$ cat config.mk
export PLATFORM = sky130hd
export DESIGN_NAME = ch1_b_channel
export DESIGN_NICKNAME = d
export VERILOG_FILES = /design/src/inc/ch1_timer_pkg.sv /design/src/logic/pin_edge_detect.sv /design/src/logic/ch1_b_channel.sv
export SDC_FILE = /design/constraint.sdc
export NUM_CORES = 1
export LEC_CHECK = 0
export ABC_AREA = 1
export BUFFER_PORTS_ARGS = -buffer_cell sky130_fd_sc_hd__buf_2
export CELL_PAD_IN_SITES_DETAIL_PLACEMENT = 1
export CELL_PAD_IN_SITES_GLOBAL_PLACEMENT = 2
export CORE_ASPECT_RATIO = 1.1
export CORE_MARGIN = 2
export CORE_UTILIZATION = 28
export CTS_CLUSTER_DIAMETER = 100
export CTS_CLUSTER_SIZE = 14
export DETAILED_ROUTE_END_ITERATION = 6
export PLACE_DENSITY = 0.9
export SETUP_SLACK_MARGIN = 0.1
export SLEW_MARGIN = 20
export SYNTH_ARGS = -nofsm -noshare
export SYNTH_HDL_FRONTEND = slang
export SYNTH_HIERARCHICAL = 1
export SYNTH_SLANG_ARGS = --single-unit
$ cat constraint.sdc
create_clock -name mclk -period 3.56 [get_ports mclk]
set_clock_uncertainty 0.1 [all_clocks]
set_input_delay 0.178 -clock mclk [delete_from_list [all_inputs] [get_ports mclk]]
set_output_delay 0.178 -clock mclk [all_outputs]
set_load 0.02 [all_outputs]
$ cat src/inc/ch1_timer_pkg.sv
// Package: register map, field positions, reset values and carriers of the channel-1 B block
package ch1_timer_pkg;

    // Register byte offsets on the Wishbone slave
    localparam logic [7:0] IO_CTL_OFS = 8'h00;
    localparam logic [7:0] IRQ_EN_OFS = 8'h04;
    localparam logic [7:0] STATUS_OFS = 8'h08;
    localparam logic [7:0] MASK_OFS = 8'h0C;
    localparam logic [7:0] GRB_OFS = 8'h10;

    // Field positions inside io_control_reg
    localparam int B_CTL_BIT3_POS = 7;
    localparam int B_CTL_BIT2_POS = 6;
    localparam int B_CTL_BIT1_POS = 5;
    localparam int B_CTL_BIT0_POS = 4;

    // Field positions of the enable, status and mask words
    localparam int IRQ_EN_A_POS = 0;
    localparam int IRQ_EN_B_POS = 1;
    localparam int IRQ_EN_C_POS = 2;
    localparam int FLAG_A_POS = 0;
    localparam int FLAG_B_POS = 1;

    // Output compare actions in the two low bits of the B field
    localparam logic [1:0] OC_RETAIN = 2'h0;
    localparam logic [1:0] OC_LOW = 2'h1;
    localparam logic [1:0] OC_HIGH = 2'h2;
    localparam logic [1:0] OC_TOGGLE = 2'h3;

    // Reset values
    localparam logic [7:0] IO_CTL_RST = 8'h00;
    localparam logic [1:0] IRQ_EN_RST = 2'h0;
    localparam logic [1:0] STATUS_RST = 2'h0;
    localparam logic [1:0] MASK_RST = 2'h0;
    localparam logic [15:0] GRB_RST = 16'hFFFF;
    localparam logic PIN_RST = 1'b0;

    // Wishbone request from the master
    typedef struct packed {
        logic cyc;
        logic stb;
        logic we;
        logic [7:0] adr;
        logic [3:0] sel;
        logic [31:0] dat;
    } wb_req_t;

    // Wishbone answer to the master
    typedef struct packed {
        logic ack;
        logic [31:0] dat;
    } wb_rsp_t;

    // Whole state of the channel block
    typedef struct packed {
        wb_rsp_t rsp;
        logic [7:0] io_ctl;
        logic [1:0] irq_en;
        logic [1:0] status;
        logic [1:0] mask;
        logic [15:0] grb;
        logic pin_out;
        logic pin_oe_n;
        logic eq_prev;
        logic irq;
        logic req_a;
        logic req_b;
        logic req_c;
    } ch1_state_t;

    // State of the pin synchroniser
    typedef struct packed {
        logic meta;
        logic sync;
        logic last;
    } edge_state_t;

endpackage

$ cat src/logic/pin_edge_detect.sv
// Two-stage synchroniser and edge detector for the channel pin
`timescale 1ns/1ns
module pin_edge_detect (
    // Clock and reset
    input wire logic mclk,
    input wire logic rst_n,
    // Asynchronous pin level
    input wire logic pin_async,
    // Edge pulses, one cycle each
    output logic rise,
    output logic fall
);
    ch1_timer_pkg::edge_state_t st_reg;
    ch1_timer_pkg::edge_state_t st_next;

    // Only the second stage feeds the edge logic, never the first
    always_comb begin
        st_next = st_reg;
        st_next.meta = pin_async;
        st_next.sync = st_reg.meta;
        st_next.last = st_reg.sync;
    end

    // State register, synchronous reset
    always_ff @(posedge mclk) begin
        if (!rst_n) begin
            st_reg <= '0;
        end else begin
            st_reg <= st_next;
        end
    end

    // Edges seen between the second and third stage
    assign rise = st_reg.sync & ~st_reg.last;
    assign fall = ~st_reg.sync & st_reg.last;
endmodule // pin_edge_detect

$ cat src/logic/ch1_b_channel.sv
// Timer channel 1, general register B: compare output, capture and interrupt enables
`timescale 1ns/1ns
// Contract
// - Top field bit clear: compare mode; bit 6 gives initial level unless low bits are 00; 01 drives 0.
// - Compare mode with low bits 10 drives the pin high on match.
// - Compare mode with low bits 11 inverts the pin on every match.
// - Pin is 0 after reset; low bits 00 keep the level on match.
// - Field 1000 captures the counter into register B on a rising pin edge.
// - Field 1001 captures the counter on a falling pin edge.
// - Field 101x captures on both pin edges; bit 4 ignored.
// - Field 11xx captures on each channel-0 C register event.
// - A request raised only while flag A set and enable bit 0 set.
// - B request raised only while flag B set and enable bit 1 set.
// - Enable bit 2 reserved here: reads 0, C request never raised.
module ch1_b_channel (
    // Clock and reset
    input wire logic mclk,
    input wire logic rst_n,
    // Wishbone slave
    input wire ch1_timer_pkg::wb_req_t wb_req,
    output ch1_timer_pkg::wb_rsp_t wb_rsp,
    // Timer core
    input wire logic [15:0] counter_value,
    input wire logic ch0_c_event,
    input wire logic flag_a_event,
    // Channel pin
    input wire logic ch1_b_pin_in,
    output logic ch1_b_pin_out,
    output logic ch1_b_pin_oe_n,
    // Interrupts
    output logic irq,
    output logic irq_req_a,
    output logic irq_req_b,
    output logic irq_req_c
);
    ch1_timer_pkg::ch1_state_t st_reg;
    ch1_timer_pkg::ch1_state_t st_next;
    logic pin_rise;
    logic pin_fall;
    logic bus_acc;
    logic bus_wr;
    logic io_wr;
    logic cap_mode;
    logic [1:0] oc_act;
    logic cnt_eq;
    logic match_ev;
    logic cap_ev;
    logic b_event;
    logic [1:0] st_clr;
    logic [31:0] rd_word;

    // Pin edges, synchronised first since the pin is outside our clock
    pin_edge_detect u_edge (
        .mclk(mclk),
        .rst_n(rst_n),
        .pin_async(ch1_b_pin_in),
        .rise(pin_rise),
        .fall(pin_fall)
    );

    // Bus decode: one access per request, the ack cycle blocks a second one
    assign bus_acc = wb_req.cyc & wb_req.stb & ~st_reg.rsp.ack;
    assign bus_wr = bus_acc & wb_req.we & wb_req.sel[0];
    assign io_wr = bus_wr & (wb_req.adr == ch1_timer_pkg::IO_CTL_OFS);

    // Mode decode of the B field
    assign cap_mode = st_reg.io_ctl[ch1_timer_pkg::B_CTL_BIT3_POS];
    assign oc_act = {st_reg.io_ctl[ch1_timer_pkg::B_CTL_BIT1_POS],
                     st_reg.io_ctl[ch1_timer_pkg::B_CTL_BIT0_POS]};

    // Match only on the cycle the counter reaches register B, not while it sits there
    assign cnt_eq = (counter_value == st_reg.grb);
    assign match_ev = ~cap_mode & cnt_eq & ~st_reg.eq_prev;

    // Capture source select
    always_comb begin
        cap_ev = 1'b0;
        if (cap_mode) begin
            if (st_reg.io_ctl[ch1_timer_pkg::B_CTL_BIT2_POS]) begin
                cap_ev = ch0_c_event;
            end else if (st_reg.io_ctl[ch1_timer_pkg::B_CTL_BIT1_POS]) begin
                cap_ev = pin_rise | pin_fall;
            end else if (st_reg.io_ctl[ch1_timer_pkg::B_CTL_BIT0_POS]) begin
                cap_ev = pin_fall;
            end else begin
                cap_ev = pin_rise;
            end
        end
    end

    // A match with action 00 is not an event worth flagging? It still is a match.
    assign b_event = match_ev | cap_ev;

    // Write-one-to-clear mask for the status word
    assign st_clr = (bus_wr && wb_req.adr == ch1_timer_pkg::STATUS_OFS) ?
                    wb_req.dat[1:0] : 2'h0;

    // Read multiplexer; unmapped offsets read zero and still get an ack
    always_comb begin
        rd_word = 32'h0000_0000;
        case (wb_req.adr)
            ch1_timer_pkg::IO_CTL_OFS: rd_word = {24'h000000, st_reg.io_ctl};
            ch1_timer_pkg::IRQ_EN_OFS: rd_word = {29'h0, 1'b0, st_reg.irq_en};
            ch1_timer_pkg::STATUS_OFS: rd_word = {30'h0, st_reg.status};
            ch1_timer_pkg::MASK_OFS: rd_word = {30'h0, st_reg.mask};
            ch1_timer_pkg::GRB_OFS: rd_word = {16'h0000, st_reg.grb};
            default: rd_word = 32'h0000_0000;
        endcase
    end

    // Next state
    always_comb begin
        st_next = st_reg;
        st_next.rsp.ack = bus_acc;
        st_next.rsp.dat = (bus_acc && !wb_req.we) ? rd_word : 32'h0000_0000;
        st_next.eq_prev = cnt_eq;

        // Register writes, low byte lane; high byte of register B on lane 1
        if (bus_wr) begin
            case (wb_req.adr)
                ch1_timer_pkg::IO_CTL_OFS: st_next.io_ctl = wb_req.dat[7:0];
                ch1_timer_pkg::IRQ_EN_OFS: st_next.irq_en = wb_req.dat[1:0];
                ch1_timer_pkg::MASK_OFS: st_next.mask = wb_req.dat[1:0];
                ch1_timer_pkg::GRB_OFS: st_next.grb[7:0] = wb_req.dat[7:0];
                default: st_next.mask = st_reg.mask;
            endcase
        end
        if (bus_acc && wb_req.we && wb_req.sel[1] && wb_req.adr == ch1_timer_pkg::GRB_OFS) begin
            st_next.grb[15:8] = wb_req.dat[15:8];
        end

        // Capture beats a software write of register B in the same cycle
        if (cap_ev) begin
            st_next.grb = counter_value;
        end

        // Compare output actions
        if (match_ev) begin
            case (oc_act)
                ch1_timer_pkg::OC_LOW: st_next.pin_out = 1'b0;
                ch1_timer_pkg::OC_HIGH: st_next.pin_out = 1'b1;
                ch1_timer_pkg::OC_TOGGLE: st_next.pin_out = ~st_reg.pin_out;
                default: st_next.pin_out = st_reg.pin_out;
            endcase
        end

        // A compare-mode write sets the initial level (keeps it for low bits 00) and wins over a match; a capture-mode write leaves the match action in place
        if (io_wr) begin
            if (!wb_req.dat[ch1_timer_pkg::B_CTL_BIT3_POS] &&
                wb_req.dat[ch1_timer_pkg::B_CTL_BIT1_POS +: 0 + 1] == 1'b0 &&
                !wb_req.dat[ch1_timer_pkg::B_CTL_BIT0_POS]) begin
                st_next.pin_out = st_reg.pin_out;
            end else if (!wb_req.dat[ch1_timer_pkg::B_CTL_BIT3_POS]) begin
                st_next.pin_out = wb_req.dat[ch1_timer_pkg::B_CTL_BIT2_POS];
            end
            st_next.pin_oe_n = wb_req.dat[ch1_timer_pkg::B_CTL_BIT3_POS];
        end

        // Sticky flags: a new event wins over a clear in the same cycle
        st_next.status[ch1_timer_pkg::FLAG_A_POS] =
            (st_reg.status[ch1_timer_pkg::FLAG_A_POS] & ~st_clr[0]) | flag_a_event;
        st_next.status[ch1_timer_pkg::FLAG_B_POS] =
            (st_reg.status[ch1_timer_pkg::FLAG_B_POS] & ~st_clr[1]) | b_event;

        // Gated requests follow the flags one cycle behind
        st_next.req_a = st_reg.status[ch1_timer_pkg::FLAG_A_POS] &
                        st_reg.irq_en[ch1_timer_pkg::IRQ_EN_A_POS];
        st_next.req_b = st_reg.status[ch1_timer_pkg::FLAG_B_POS] &
                        st_reg.irq_en[ch1_timer_pkg::IRQ_EN_B_POS];
        st_next.req_c = 1'b0;
        st_next.irq = |(st_reg.status & st_reg.mask);
    end

    // State register; pin driven low from reset on
    always_ff @(posedge mclk) begin
        if (!rst_n) begin
            st_reg.rsp <= '0;
            st_reg.io_ctl <= ch1_timer_pkg::IO_CTL_RST;
            st_reg.irq_en <= ch1_timer_pkg::IRQ_EN_RST;
            st_reg.status <= ch1_timer_pkg::STATUS_RST;
            st_reg.mask <= ch1_timer_pkg::MASK_RST;
            st_reg.grb <= ch1_timer_pkg::GRB_RST;
            st_reg.pin_out <= ch1_timer_pkg::PIN_RST;
            st_reg.pin_oe_n <= 1'b0;
            st_reg.eq_prev <= 1'b0;
            st_reg.irq <= 1'b0;
            st_reg.req_a <= 1'b0;
            st_reg.req_b <= 1'b0;
            st_reg.req_c <= 1'b0;
        end else begin
            st_reg <= st_next;
        end
    end

    // Outputs straight from the state register
    assign wb_rsp = st_reg.rsp;
    assign ch1_b_pin_out = st_reg.pin_out;
    assign ch1_b_pin_oe_n = st_reg.pin_oe_n;
    assign irq = st_reg.irq;
    assign irq_req_a = st_reg.req_a;
    assign irq_req_b = st_reg.req_b;
    assign irq_req_c = st_reg.req_c;
endmodule // ch1_b_channel

==> flow_metrics.py <==
metrics = {
    "pwr": {
        "power_uw": 1063,
        "power_density_nw_per_um2": 330.5,
        "irDropWorstVdd_mv": 0.1734,
        "p_leak_uw": 0.001676,
    },
    "grt": {
        "grt_usage_pct": 13.95,
        "antenna_found_initial": 0,
        "grt_max_degree": 33,
        "overflow": 0,
        "first_global_vias": 2655,
        "grt_pass1_wl_microns": 12230,
    },
    "timing": {
        "setup-tns-final_ns": 0,
        "slew_headroom_pct": 63.35,
        "hold_viol_final": 0,
        "worst_pin_slew_ns": 0.5491,
        "period_needed_ns": 1.845,
        "period_share_pct": 51.82,
        "setup_violations": 0,
        "worst_slack_ns": 1.715,
        "max_freq_ghz": 0.5421,
        "maxSlewViolCount": 0,
        "rsz0062_at_grt": "no",
    },
    "critical_path": {
        "crit_slowest_cell": "nor2_2",
        "required_ns": 3.68,
        "cp_data_arrival_time_ns": 1.97,
        "slowest_delay_ns": 0.47,
        "start_kind": "flip-flop",
        "cp_cell_sequence": "nor2_1, nand2_1, inv_1, nand2_1, nor2_2, nand2_1, nor2_1, nor2_1, nand2_1, inv_1",
        "worst-setup-path-type": "flip-flop to flip-flop",
        "cpMostUsedCell": "nand2_1",
        "path_max_fanout": 14,
        "end_kind": "flip-flop",
        "timing.rr.start": "wb_rsp[32]",
        "crit_path_start": "wb_rsp[32]",
    },
    "place": {
        "postPlaceCellArea_sq_um": 3112,
        "dp_hpwl_microns": 5889,
        "place_ws_ns": 1.552,
        "place_congestion": 0.7566,
        "io_buffers": 71,
    },
    "synthesis": {
        "ys_top_cells_by_count": "nand2_1 (104), inv_1 (58), dfxtp_1 (55)",
        "synth_area_per_cell_sq_um": 7.001,
        "synth_compound_area_share_pct": 15.20,
        "yosysTopAreaCell": "dfxtp_1",
        "yosys.area_share.adder_pct": 0,
        "ys_types": 29,
        "yosys.area_share.xor_xnor_pct": 0.9198,
        "syn_inst": 408,
        "synth_top_cell_area_share_pct": 38.55,
        "synth.area.mux_share_pct": 0,
        "synth-main-ff-cell": "dfxtp_1",
        "synth-seq-cells": 55,
        "yosysWarnings": 6,
        "synth_edf_count": 0,
        "synth_top_family_by_area": "simple AND/OR/NAND/NOR gates",
        "netlist_area_sq_um": 2856,
        "synth.area.top_cells": "dfxtp_1 (39%), nand2_1 (14%), buf_4 (9.2%)",
        "yosysMostFrequentCell": "nand2_1",
        "postSynth.asyncResetShare_pct": 0,
        "yosys.area_share.simple_pct": 25.71,
        "ys_seq_area_share_pct": 38.55,
    },
    "run": {
        "drv_cap": 0,
    },
    "detailed_routing": {
        "first_iter_violations": 89,
        "vias_per_cell": 4.487,
        "drc": 0,
        "routedWlPerCell_microns": 12.93,
        "wl_microns": 7540,
        "postRouteAntennaNets": 0,
        "vias": 2616,
        "detail_route.first_pass.iterations": 4,
    },
    "clocking": {
        "cts_made_buffers": 5,
        "cts_buffer_depth": 2,
        "clkLatencyLatePin_ns": 0.31,
        "root_buffer": "clkbuf_8",
        "clk_pin_slew_ns": 0.10,
        "ctsHoldBuffers": 2,
        "cts_resized": 0,
        "cts_tree": "yes",
        "htreeDepth": 2,
        "cts.sinks": 55,
        "cts_setup_buffers": 0,
    },
    "floorplan": {
        "start_util_pct": 28.88,
        "die_x_microns": 100.3,
        "ios": 107,
        "core.rowCount": 38,
        "dieArea_sq_um": 11030,
        "die_y_microns": 109.9,
        "core-area_sq_um": 9889,
    },
    "outcome": {
        "outcome": "completed",
    },
    "finish": {
        "drive_above_1_share_pct": 22.25,
        "fill_cells": 1289,
        "fin_nets": 530,
        "diodes": 0,
        "post-route-cell-area_sq_um": 3217,
        "largest_reg_flops": 28,
        "area_growth_syn_to_layout_pct": 12.62,
    },
    "hold_path": {
        "holdCritPathClass": "input pin to flip-flop",
        "worstHoldStart": "wb_req[2]",
    },
}
==> cells by family after synthesis <==
group                  Yosys count
AO/OA/AOI/OAI                   71
buffers and inverters          106
AND/OR/NAND/NOR                172
other                            1
flip-flops                      55
XOR/XNOR                         3
==> cell type report <==
cell class	count	area, sq um	area share (%)
Clock buffer	6	72.57	2.256
Inverter	63	239.0	7.429
Clock inverter	2	12.51	0.3890
Timing Repair Buffer	74	382.9	11.90
Sequential cell	55	1101	34.23
Tap cell	120	150.1	4.667
Multi-Input combinational cell	263	1259	39.13
==> metrics by stage <==
| step | util [%] | std cells | hold slack [ns] |
|---|---|---|---|
| floorplan | - | 424 | 0.1715 |
| global placement | 31.47 | 573 | 0.2574 |
| detailed placement | 31.47 | 573 | 0.2634 |
| CTS | 32.53 | 583 | 0.02746 |
| global route | 32.53 | 583 | 0.04075 |
| finish | 32.53 | 583 | 0.03046 |
==> worst max-delay path: cells and delay by family (launching register included) <==
family                 cells  cell delay [ns]
and+or+nand+nor            8             1.19
DFF                        1             0.35
buffers and inverters      2             0.09
==> metal layers <==
| metal | part of all wire (%) | vias up | wire, microns | global-route usage (%) |
|---|---|---|---|---|
| met2 | 51 | 54 | 3825 | 25.60 |
| met4 | 1.1 | 0 | 83 | 3.229 |
| met5 | 0 | - | 0 | 0 |
| li1 | - | 1337 | - | - |
| met1 | 45 | 1219 | 3358 | 17.19 |
| met3 | 3.6 | 6 | 272 | 2.034 |
==> power by group <==
part | switching, uW | internal, uW | leakage, uW | total, uW
clock | 208 | 138 | 0.0000412 | 347
sequential | 2.07 | 618 | 0.000444 | 620
combinational | 63.2 | 33.4 | 0.00119 | 96.6
total | 274 | 789 | 0.00168 | 1060
==> cell usage in the layout (no fill, tap or decap), types with 2 or more instances in the layout <==
cell type      count
nand3_1           18
or2_2              2
nand2_2            4
clkbuf_8           5
inv_1             58
nor3_2             2
nand2_1          104
nor2_2             3
buf_2             71
xor2_1             3
dfxtp_1           55
inv_2              4
o211ai_2           3
a21oi_1           23
nor2_1            28
o211ai_1          15
dlygate4sd3_1      2
conb_1            17
nor3_1             8
o21ai_0           26
==> worst paths after layout <==
check | end | slack [ns] | cells after the start
setup / recovery | ch1_b_pin_out | 1.72 | 10
hold / removal | st_reg[31] | 0.03 | 3
setup reg to reg | ch1_b_pin_out | 1.72 | 10
hold reg to reg | u_edge/st_next[0] | 0.34 | 2
No activity file was read; power rests on OpenSTA's default activity.
